`src/rtc_trim_pkg.sv`:
```
// constants, register map and state types for the trim and failure-flag block
// Overview of operation
// - once per 20 seconds, change the second length
// - codes 0, +1, -64, -63 correct nothing
// - seven-bit signed code, gain from 01h, loss from 80h
// - codes 02h..3Fh slow the count in steps
// - codes 7Fh..42h speed the count in steps
// - reference clock output never sees the trim
// - halt and supply flags stick until written 0
// - supply below selected threshold sets supply flag
// - halt flag rising forces supply flag to 0
// - halt sensing only while chip enable low
// - halt flag rising clears trim and control bits
// - power-up sets the halt flag
// - supply sampled 7.8 ms once per second
// - supply sampling stops while supply flag set
package rtc_trim_pkg;
    // ************************************************************
    // timing
    // ************************************************************
    localparam int unsigned CLK_FREQ_HZ = 40_000_000;
    localparam int unsigned CLK_PER_US = CLK_FREQ_HZ / 1_000_000;
    localparam int unsigned SAMPLE_TIME_US = 7800;
    localparam int unsigned SAMPLE_CYCLES = SAMPLE_TIME_US * CLK_PER_US;
    // no oscillator edge for this long counts as a halt
    localparam int unsigned HALT_TIME_US = 1000;
    localparam int unsigned HALT_CYCLES = HALT_TIME_US * CLK_PER_US;
    localparam int CNT_W = 20;
    localparam logic [16:0] OSC_PER_SEC = 17'h08000;
    localparam logic [4:0] TRIM_SEC_LAST = 5'h13;
    // ************************************************************
    // trim code
    // ************************************************************
    localparam int TRIM_W = 7;
    localparam int TRIM_SIGN_BIT = 6;
    localparam logic [6:0] TRIM_GAIN_BASE = 7'h01;
    localparam logic [7:0] TRIM_LOSS_BASE = 8'h80;
    localparam logic [6:0] TRIM_LOSS_MIN = 7'h42;
    // ************************************************************
    // register map: index, byte address is four times it
    // ************************************************************
    localparam int ADDR_W = 12;
    localparam logic [3:0] REG_TRIM_IDX = 4'h7;
    localparam logic [3:0] REG_CTRL1_IDX = 4'he;
    localparam logic [3:0] REG_CTRL2_IDX = 4'hf;
    localparam logic [11:0] REG_TRIM_ADDR = {6'h00, REG_TRIM_IDX, 2'h0};
    localparam logic [11:0] REG_CTRL1_ADDR = {6'h00, REG_CTRL1_IDX, 2'h0};
    localparam logic [11:0] REG_CTRL2_ADDR = {6'h00, REG_CTRL2_IDX, 2'h0};
    // control 1 fields
    localparam int C1_WEEKLY_ALARM_EN = 7;
    localparam int C1_DAILY_ALARM_EN = 6;
    localparam int C1_HOUR24_SEL = 5;
    localparam int C1_CLKOUT_EN_B_N = 4;
    localparam int C1_TEST = 3;
    localparam int C1_PERIODIC_SEL_2 = 2;
    localparam int C1_PERIODIC_SEL_1 = 1;
    localparam int C1_PERIODIC_SEL_0 = 0;
    // control 2 fields
    localparam int C2_THRESHOLD_SEL = 7;
    localparam int C2_SUPPLY_DROP = 6;
    localparam int C2_OSC_HALT = 5;
    localparam int C2_CLKOUT_EN_A_N = 4;
    localparam int C2_SCRATCH = 3;
    localparam int C2_PERIODIC_FLAG = 2;
    localparam int C2_WEEKLY_ALARM_FLAG = 1;
    localparam int C2_DAILY_ALARM_FLAG = 0;
    // flags that software may only clear by writing 0
    localparam logic [7:0] C2_FLAG_MASK = 8'h67;
    localparam logic [7:0] CTRL1_RESET = 8'h00;
    localparam logic [7:0] CTRL2_RESET = 8'h20;
    localparam logic [6:0] TRIM_RESET = 7'h00;
    // ************************************************************
    // supply monitor states
    // ************************************************************
    typedef enum logic [1:0] {
        MON_WAIT = 2'b01,
        MON_SAMPLE = 2'b10
    } mon_state_t;
endpackage : rtc_trim_pkg

```
`src/rtc_pin_filter.sv`:
```
// three-stage pin synchroniser with agreement filter
`timescale 1ns/1ps
module rtc_pin_filter #(
    parameter int W = 1
) (
    // clock and reset
    input wire logic pclk,
    input wire logic presetn,
    // pins and filtered levels
    input wire logic [W-1:0] pin_in,
    output logic [W-1:0] level_out
);
    typedef struct packed {
        logic [W-1:0] s1;
        logic [W-1:0] s2;
        logic [W-1:0] s3;
        logic [W-1:0] lvl;
    } filt_t;

    filt_t f_q;
    filt_t f_d;

    always_comb begin
        f_d = f_q;
        f_d.s1 = pin_in;
        f_d.s2 = f_q.s1;
        f_d.s3 = f_q.s2;
        // a change counts only once two late stages agree
        for (int i = 0; i < W; i++) begin
            if (f_q.s2[i] == f_q.s3[i]) begin
                f_d.lvl[i] = f_q.s3[i];
            end
        end
    end

    always_ff @(posedge pclk or negedge presetn) begin
        if (!presetn) begin
            f_q <= '0;
        end else begin
            f_q <= f_d;
        end
    end

    assign level_out = f_q.lvl;
endmodule : rtc_pin_filter

```
`src/rtc_trim_and_fail_flags.sv`:
```
// trim of the seconds count, oscillator halt and supply drop flags, apb registers
//
// Decided for this implementation: the placing of the registers and register access over APB.
`timescale 1ns/1ps
module rtc_trim_and_fail_flags #(
    parameter int unsigned SAMPLE_LEN = rtc_trim_pkg::SAMPLE_CYCLES,
    parameter int unsigned HALT_LEN = rtc_trim_pkg::HALT_CYCLES
) (
    // clock and reset
    input wire logic pclk,
    input wire logic presetn,
    // apb slave
    input wire logic psel,
    input wire logic penable,
    input wire logic pwrite,
    input wire logic [11:0] paddr,
    input wire logic [31:0] pwdata,
    output logic [31:0] prdata,
    output logic pready,
    output logic pslverr,
    // pins
    input wire logic osc_in,
    input wire logic ce_in,
    input wire logic supply_below_hi,
    input wire logic supply_below_lo,
    // events from alarm and periodic logic
    input wire logic weekly_alarm_event,
    input wire logic daily_alarm_event,
    input wire logic periodic_event,
    // outputs
    output logic ref_clock_out,
    output logic sec_tick,
    output logic osc_halt_flag,
    output logic supply_drop_flag
);
    // ************************************************************
    // state
    // ************************************************************
    typedef struct packed {
        logic osc_prev;
        logic [16:0] osc_cnt;
        logic [4:0] sec_idx;
        logic sec_tick;
        logic ref_clk;
        logic [rtc_trim_pkg::CNT_W-1:0] idle_cnt;
        rtc_trim_pkg::mon_state_t mon;
        logic [rtc_trim_pkg::CNT_W-1:0] mon_cnt;
        logic [6:0] trim;
        logic [7:0] ctrl1;
        logic [7:0] ctrl2;
        logic pready;
        logic pslverr;
        logic [31:0] prdata;
    } state_t;

    localparam state_t RESET_STATE = '{
        osc_prev: 1'b0,
        osc_cnt: 17'h00000,
        sec_idx: 5'h00,
        sec_tick: 1'b0,
        ref_clk: 1'b0,
        idle_cnt: '0,
        mon: rtc_trim_pkg::MON_WAIT,
        mon_cnt: '0,
        trim: rtc_trim_pkg::TRIM_RESET,
        ctrl1: rtc_trim_pkg::CTRL1_RESET,
        ctrl2: rtc_trim_pkg::CTRL2_RESET,
        pready: 1'b0,
        pslverr: 1'b0,
        prdata: 32'h00000000
    };

    localparam logic [rtc_trim_pkg::CNT_W-1:0] HALT_LAST =
        rtc_trim_pkg::CNT_W'(HALT_LEN - 1);
    localparam logic [rtc_trim_pkg::CNT_W-1:0] SAMPLE_LAST =
        rtc_trim_pkg::CNT_W'(SAMPLE_LEN - 1);

    state_t s_q;
    state_t s_d;

    // ************************************************************
    // pin synchronisers
    // ************************************************************
    logic [3:0] pin_lvl;

    rtc_pin_filter #(
        .W(4)
    ) u_pins (
        .pclk(pclk),
        .presetn(presetn),
        .pin_in({supply_below_lo, supply_below_hi, ce_in, osc_in}),
        .level_out(pin_lvl)
    );

    logic osc_lvl;
    logic ce_lvl;
    logic below_hi_lvl;
    logic below_lo_lvl;

    assign osc_lvl = pin_lvl[0];
    assign ce_lvl = pin_lvl[1];
    assign below_hi_lvl = pin_lvl[2];
    assign below_lo_lvl = pin_lvl[3];

    // ************************************************************
    // next state
    // ************************************************************
    logic osc_rise;
    logic osc_change;
    logic [6:0] steps;
    logic lengthen;
    logic shorten;
    logic [7:0] delta;
    logic [16:0] sec_len;
    logic halt_set;
    logic below;
    logic acc_start;
    logic acc_done;
    logic wr;
    logic [7:0] wbyte;
    logic [7:0] flag_set;

    always_comb begin
        s_d = s_q;
        osc_change = osc_lvl ^ s_q.osc_prev;
        osc_rise = osc_lvl & ~s_q.osc_prev;
        s_d.osc_prev = osc_lvl;
        // filtered oscillator level, no trim applied
        s_d.ref_clk = osc_lvl;

        // correction size from the signed code
        steps = 7'h00;
        lengthen = 1'b0;
        shorten = 1'b0;
        if (!s_q.trim[rtc_trim_pkg::TRIM_SIGN_BIT]) begin
            if (s_q.trim > rtc_trim_pkg::TRIM_GAIN_BASE) begin
                lengthen = 1'b1;
                steps = s_q.trim - rtc_trim_pkg::TRIM_GAIN_BASE;
            end
        end else begin
            if (s_q.trim >= rtc_trim_pkg::TRIM_LOSS_MIN) begin
                shorten = 1'b1;
                steps = 7'(rtc_trim_pkg::TRIM_LOSS_BASE - {1'b0, s_q.trim});
            end
        end
        delta = {steps, 1'b0};
        sec_len = rtc_trim_pkg::OSC_PER_SEC;
        if (s_q.sec_idx == rtc_trim_pkg::TRIM_SEC_LAST) begin
            if (lengthen) begin
                sec_len = rtc_trim_pkg::OSC_PER_SEC + 17'(delta);
            end else if (shorten) begin
                sec_len = rtc_trim_pkg::OSC_PER_SEC - 17'(delta);
            end
        end

        // prescaler counts rising oscillator edges
        s_d.sec_tick = 1'b0;
        if (osc_rise) begin
            if (s_q.osc_cnt == sec_len - 17'h00001) begin
                s_d.osc_cnt = 17'h00000;
                s_d.sec_tick = 1'b1;
                if (s_q.sec_idx == rtc_trim_pkg::TRIM_SEC_LAST) begin
                    s_d.sec_idx = 5'h00;
                end else begin
                    s_d.sec_idx = s_q.sec_idx + 5'h01;
                end
            end else begin
                s_d.osc_cnt = s_q.osc_cnt + 17'h00001;
            end
        end

        // halt sensing: idle time since the last oscillator edge
        if (osc_change) begin
            s_d.idle_cnt = '0;
        end else if (s_q.idle_cnt != HALT_LAST) begin
            s_d.idle_cnt = s_q.idle_cnt + rtc_trim_pkg::CNT_W'(1);
        end
        // result frozen while chip enable is high
        halt_set = (s_q.idle_cnt == HALT_LAST) && !ce_lvl
            && !s_q.ctrl2[rtc_trim_pkg::C2_OSC_HALT];

        // supply monitor window
        below = s_q.ctrl2[rtc_trim_pkg::C2_THRESHOLD_SEL] ? below_lo_lvl : below_hi_lvl;
        flag_set = 8'h00;
        unique case (s_q.mon)
            rtc_trim_pkg::MON_WAIT: begin
                // no sampling while the flag is up
                if (s_q.sec_tick && !s_q.ctrl2[rtc_trim_pkg::C2_SUPPLY_DROP]) begin
                    s_d.mon = rtc_trim_pkg::MON_SAMPLE;
                    s_d.mon_cnt = '0;
                end
            end
            rtc_trim_pkg::MON_SAMPLE: begin
                if (below) begin
                    flag_set[rtc_trim_pkg::C2_SUPPLY_DROP] = 1'b1;
                end
                if (s_q.ctrl2[rtc_trim_pkg::C2_SUPPLY_DROP]) begin
                    s_d.mon = rtc_trim_pkg::MON_WAIT;
                end else if (s_q.mon_cnt == SAMPLE_LAST) begin
                    s_d.mon = rtc_trim_pkg::MON_WAIT;
                end else begin
                    s_d.mon_cnt = s_q.mon_cnt + rtc_trim_pkg::CNT_W'(1);
                end
            end
            default: begin
                s_d.mon = rtc_trim_pkg::MON_WAIT;
            end
        endcase
        flag_set[rtc_trim_pkg::C2_WEEKLY_ALARM_FLAG] = weekly_alarm_event;
        flag_set[rtc_trim_pkg::C2_DAILY_ALARM_FLAG] = daily_alarm_event;
        flag_set[rtc_trim_pkg::C2_PERIODIC_FLAG] = periodic_event;

        // apb: answer one cycle into the access phase
        acc_start = psel && penable && !s_q.pready;
        acc_done = psel && penable && s_q.pready;
        wr = acc_done && pwrite;
        wbyte = pwdata[7:0];
        s_d.pready = acc_start;
        s_d.pslverr = 1'b0;
        if (acc_start) begin
            s_d.prdata = 32'h00000000;
            unique case (paddr)
                rtc_trim_pkg::REG_TRIM_ADDR: s_d.prdata = {25'h0000000, s_q.trim};
                rtc_trim_pkg::REG_CTRL1_ADDR: s_d.prdata = {24'h000000, s_q.ctrl1};
                rtc_trim_pkg::REG_CTRL2_ADDR: s_d.prdata = {24'h000000, s_q.ctrl2};
                default: s_d.pslverr = 1'b1;
            endcase
        end

        if (wr && paddr == rtc_trim_pkg::REG_TRIM_ADDR) begin
            s_d.trim = wbyte[6:0];
        end
        if (wr && paddr == rtc_trim_pkg::REG_CTRL1_ADDR) begin
            s_d.ctrl1 = wbyte;
        end
        if (wr && paddr == rtc_trim_pkg::REG_CTRL2_ADDR) begin
            // flags only clear on 0, writing 1 leaves them alone
            s_d.ctrl2 = (wbyte & ~rtc_trim_pkg::C2_FLAG_MASK)
                | (s_q.ctrl2 & wbyte & rtc_trim_pkg::C2_FLAG_MASK);
        end
        // a set in the same cycle as a clear wins
        s_d.ctrl2 = s_d.ctrl2 | flag_set;

        if (halt_set) begin
            s_d.trim = rtc_trim_pkg::TRIM_RESET;
            s_d.ctrl1 = 8'h00;
            s_d.ctrl2 = 8'h00;
            s_d.ctrl2[rtc_trim_pkg::C2_OSC_HALT] = 1'b1;
        end
    end

    // ************************************************************
    // registers
    // ************************************************************
    // reset stands for power-up: halt flag reads 1 afterwards
    always_ff @(posedge pclk or negedge presetn) begin
        if (!presetn) begin
            s_q <= RESET_STATE;
        end else begin
            s_q <= s_d;
        end
    end

    // ************************************************************
    // outputs
    // ************************************************************
    assign prdata = s_q.prdata;
    assign pready = s_q.pready;
    assign pslverr = s_q.pslverr;
    assign ref_clock_out = s_q.ref_clk;
    assign sec_tick = s_q.sec_tick;
    assign osc_halt_flag = s_q.ctrl2[rtc_trim_pkg::C2_OSC_HALT];
    assign supply_drop_flag = s_q.ctrl2[rtc_trim_pkg::C2_SUPPLY_DROP];
endmodule : rtc_trim_and_fail_flags

```
`config.mk`:
```
export PLATFORM = sky130hd
export DESIGN_NAME = rtc_trim_and_fail_flags
export DESIGN_NICKNAME = d
export VERILOG_FILES = /design/src/rtc_trim_pkg.sv /design/src/rtc_pin_filter.sv /design/src/rtc_trim_and_fail_flags.sv
export SDC_FILE = /design/constraint.sdc
export NUM_CORES = 1
export LEC_CHECK = 0
export BUFFER_PORTS_ARGS = -buffer_cell sky130_fd_sc_hd__buf_2
export CAP_MARGIN = 20
export CORE_AREA = 2 2 116 118
export CTS_CLUSTER_DIAMETER = 40
export DETAILED_ROUTE_END_ITERATION = 10
export DIE_AREA = 0 0 118 120
export PLACE_DENSITY_LB_ADDON = 0.05
export SLEW_MARGIN = 20
export SYNTH_ARGS = -nofsm -noshare
export SYNTH_HDL_FRONTEND = slang
export SYNTH_SLANG_ARGS = --single-unit
```
`constraint.sdc`:
```
create_clock -name pclk -period 4.9 [get_ports pclk]
set_input_delay 0.49 -clock pclk [delete_from_list [all_inputs] [get_ports pclk]]
set_output_delay 0.49 -clock pclk [all_outputs]
set_load 0.05 [all_outputs]
```
==> flow_results.org <==
** Layout
- Layout-stage area growth over the synthesis result :: 14.2%
- Filler cell count :: 1178
- Non-filler instance count after layout :: 961
- The repair_antennas step left the layout with diodes totalling 0.
- Area used by multi-input combinational logic :: 3550 um2
- Fin nets :: 840
- Of the cells placed in the final design, the portion with a size suffix greater than 1 is 0.171.
- Register area :: 2880 um2

** STA
- Worst hold slack :: 115 ps
- Max-slew violation count :: 0
- Setup-violating endpoint count in the final report :: 0
- Worst Skew :: 9.83 ps
- Final Hold Fails :: 0
- Relative max-transition margin :: 0.494
- Final critical delay including setup and external delays :: 4650 ps
- Final cycle utilization of the critical path :: 0.949
- For the pin with the worst max-slew slack, the measured transition is 759 ps.
- Fmax :: 215 MHz

** Synthesis
- Yosys top cell by area :: sky130_fd_sc_hd__dfrtp_1
- In this run, synthesis produced a sequential element count of 115.
- After synthesis, the largest family of logic cells by area is simple AND/OR/NAND/NOR gates.
- Mean Syn Cell Area :: 9.30 um2
- By area the synthesized netlist is led by sky130_fd_sc_hd__dfrtp_1 (42%), sky130_fd_sc_hd__nor2_1 (5.0%), sky130_fd_sc_hd__xor2_1 (4.6%), sky130_fd_sc_hd__mux2i_1 (3.9%), sky130_fd_sc_hd__nand2_1 (3.7%).
- Share of cell area taken by muxes after synthesis :: 0.0588
- Share of the synthesized netlist area taken by xor and xnor gates :: 0.0782
- Of the post-synthesis cell area, the dominant cell type holds 0.421.
- Number of enable-type register cells in the synthesized netlist :: 0
- The share of the synthesized area in compound gates (AO/OA/AOI/OAI) is 0.108.
- Count of warnings emitted by yosys :: 0
- Netlist area before placement :: 6720 um2
- Synthesized-area fraction occupied by and/or/nand/nor cells :: 0.233
- Sequential area share after synthesis :: 0.429
- Netlist cell types :: 74
- After technology mapping, the gate count stands at 723.
- Share of flip-flops with an asynchronous set or reset after synthesis :: 1.00
- Dominant synthesized flop cell :: sky130_fd_sc_hd__dfrtp_1
- Arithmetic-cell share of the synthesized area counting full adders, half adders and majority gates :: 0.0283

** Floorplan
- The floorplan step defined a die boundary enclosing 14200 um2.
- Initial Util :: 0.518
- Placeable core region :: 13000 um2
- Pin placement for this block handled 94 I/O pins.
- Measured along the y axis, the die boundary spans 120 um.
- In this run the core area contains 42 standard-cell rows.
- From left edge to right edge, the die measures 118 um.

** Placed design
- Detailed placement ended at an HPWL of 9.93 mm.
- At the end of routability-driven placement, the weighted congestion stood at 0.855.
- The count of buffers added on input and output ports is 45.
- Inst Count DP :: 925

** Setup path
- Crit-path max cell delay :: 580 ps
- Counting cells, the worst reg-to-reg path comes to 20.
- CP max-delay cell :: sky130_fd_sc_hd__or4_4
- Of all nets on the critical path, the largest fanout is 5.
- The most critical setup path has its startpoint at s_q[53].
- Across all register-to-register paths, the minimum setup slack is 250 ps.
- Traced cell by cell, the critical path runs through or4_4 > nor3_4 > nor3_1 > nor2_1 > ha_2 > nand2_2 > nor4_2 > ha_1 > nand2_1 > a21oi_1 > o21ai_1 > buf_4 > xor2_1 > or4_1 > o21ai_1 > a32oi_1 > o22ai_2 > nand3_4 > nor4_4 > mux2_2.
- STA classifies the critical path startpoint as a flip-flop.
- The critical path in this run is classified as reg -> reg.
- Crit path arrival time :: 4940 ps
- Endpoint class of the critical path :: flip-flop
- In this run the critical register-to-register path is captured at s_q[102].
- Worst r2r src :: s_q[53]
- Required time worst endpoint :: 5190 ps
- Among the stages of the critical path, the cell type that occurs most often is sky130_fd_sc_hd__o21ai_1.

** Global routing
- The number of antenna violations at the first check in global routing came to 0.
- met2 is the most crowded layer.
- In the global route stage, met1 resource usage came out at 0.285.
- In the global route stage, met2 resource usage came out at 0.345.
- Tot GR Track Use :: 0.214
- First-pass GRT wire length :: 24.6 mm
- Met3 capacity usage during global routing :: 0.0461
- After global routing the overflow that remains totals 0.
- Largest net degree at the start of global routing :: 86
- Vias in the first global route :: 5109

** Clock network
- The H-tree was split into 4 levels.
- The later pin in the worst-skew pair is clocked with a latency of 410 ps.
- Clock tree from TritonCTS :: built
- Clock-pin slew was measured on the worst setup and hold paths at 50 ps.
- Clock tree root driver cell :: sky130_fd_sc_hd__clkbuf_16
- The clock passes through at most 2 buffers.
- The clock drives 115 sinks.
- The number of clock buffers added by TritonCTS is 17.

** Routing
- For this run, design rule violations remaining after detail routing come to 0.
- Before antenna repair, the detailed router went through 5 iterations.
- Routed wire length :: 14.1 mm
- Detailed router's first-iteration violation count :: 370
- The count of nets left with antenna violations once routing finished came out at 0.
- In the final routed layout, each cell accounts on average for 14.7 um.
- Using the TritonRoute via totals, the vias-per-cell ratio works out to 5.48.
- Summing over every cut layer, the via total after detailed routing is 5264.

** Power
- Post-layout total power :: 2.43 mW
- VDD IR max :: 0.227 mV
- The analysis attributes to cell leakage a power of 3.65 nW.
- Dividing total power by cell area gives a power density of 316 nW/um2.

** Min path
- Worst min path class :: in -> async

** Run status
- The flow ran to the end, and the final reports show no timing, DRC or antenna violations.

** Flow run
- Total of max-cap violations :: 0
[worst max path at each step]
stage / endpoint / depth (start not counted) / slack (ps)
3_3_place_gp: s_q[103] / 20 / 120
5_1_grt: s_q[102] / 20 / -40
6_report: s_q[102] / 20 / 250
3_5_place_dp: s_q[103] / 20 / 100
4_1_cts: s_q[103] / 20 / 60
2_1_floorplan: s_q[102] / 21 / 150
[synthesized netlist by cell type, drive strengths merged (19+ instances only)]
library cell,n
dfrtp,113
nor2,90
nand2,67
buf,38
xor2,35
o21ai,31
a21oi,29
nand3,28
mux2i,26
xnor2,25
clkbuf,22
or3,22
inv,19
[metal layers]
metal	wire [um]	part of all wire
met5	0	0
met4	262	0.019
met3	408	0.029
met2	6650	0.47
met1	6800	0.48
[repair_timing]
action	CTS	global route
buffers inserted	0	4
hold buffers	0	0
setup endpoints to repair	0	22
resized for setup	0	10
[sequential cells by signal, indices dropped and copies added, names as in the netlist]
name              count
osc_halt_flag         1
prdata                8
pready                1
pslverr               1
ref_clock_out         1
s_q                  85
sec_tick              1
supply_drop_flag      1
u_pins.f_d            8
u_pins.f_q            4
u_pins.level_out      4
[logic make-up after synthesis]
group	count (synthesis)
AO/OA/AOI/OAI	110
buffers and inverters	79
multiplexers	38
XOR/XNOR	60
other	1
flip-flops	115
adder cells (fa/ha/maj)	16
AND/OR/NAND/NOR	304
[final cells by class]
cell class / instances / share of cell area
Clock buffer: 23 / 0.0610
Inverter: 19 / 0.00929
Multi-Input combinational cell: 552 / 0.463
Tap cell: 176 / 0.0287
Timing Repair Buffer: 67 / 0.0517
Sequential cell: 115 / 0.375
Clock inverter: 9 / 0.0109
[placed cells by master (no fill, tap or decap), types with 11 or more instances in the layout]
cell type	instances
sky130_fd_sc_hd__ha_1	11
sky130_fd_sc_hd__inv_1	19
sky130_fd_sc_hd__nor4_1	11
sky130_fd_sc_hd__dfrtp_1	113
sky130_fd_sc_hd__buf_4	22
sky130_fd_sc_hd__o31ai_1	11
sky130_fd_sc_hd__nor3_1	11
sky130_fd_sc_hd__nor2_1	90
sky130_fd_sc_hd__mux2i_1	26
sky130_fd_sc_hd__o21ai_0	26
sky130_fd_sc_hd__xnor2_1	25
sky130_fd_sc_hd__xor2_1	34
sky130_fd_sc_hd__mux2_2	12
sky130_fd_sc_hd__nand2_1	66
sky130_fd_sc_hd__clkbuf_16	17
sky130_fd_sc_hd__or3_1	22
sky130_fd_sc_hd__nand3_1	27
sky130_fd_sc_hd__a21oi_1	29
sky130_fd_sc_hd__buf_2	44
sky130_fd_sc_hd__and2_1	17
sky130_fd_sc_hd__conb_1	24
[through the flow]
step / utilization / cell area [um2] / worst slack (ps) / TNS (ps)
3_5_place_dp: 0.543 / 7040 / 101 / 0
2_1_floorplan: - / 6810 / 151 / 0
5_1_grt: 0.591 / 7670 / -36.6 / -289
6_report: 0.591 / 7670 / 249 / 0
4_1_cts: 0.585 / 7590 / 64.9 / 0
3_3_place_gp: 0.543 / 7040 / 122 / 0
[power by group]
part / total, mW / switching [mW] / internal [mW]
logic: 0.241 / 0.151 / 0.0898
clock network: 1.14 / 0.423 / 0.720
registers: 1.04 / 0.0488 / 0.993
total: 2.43 / 0.623 / 1.80
[critical path, delay by kind of cell (launching register included)]
kind,cells,cell delay (ps)
AOI/OAI and AO/OA,5,680
xor gates and xnor gates,1,60
adders and majority gates,2,480
buffers and inverters,1,150
DFF,1,370
muxes,1,380
and+or+nand+nor,10,2430
(Power assumes the default switching activity.)
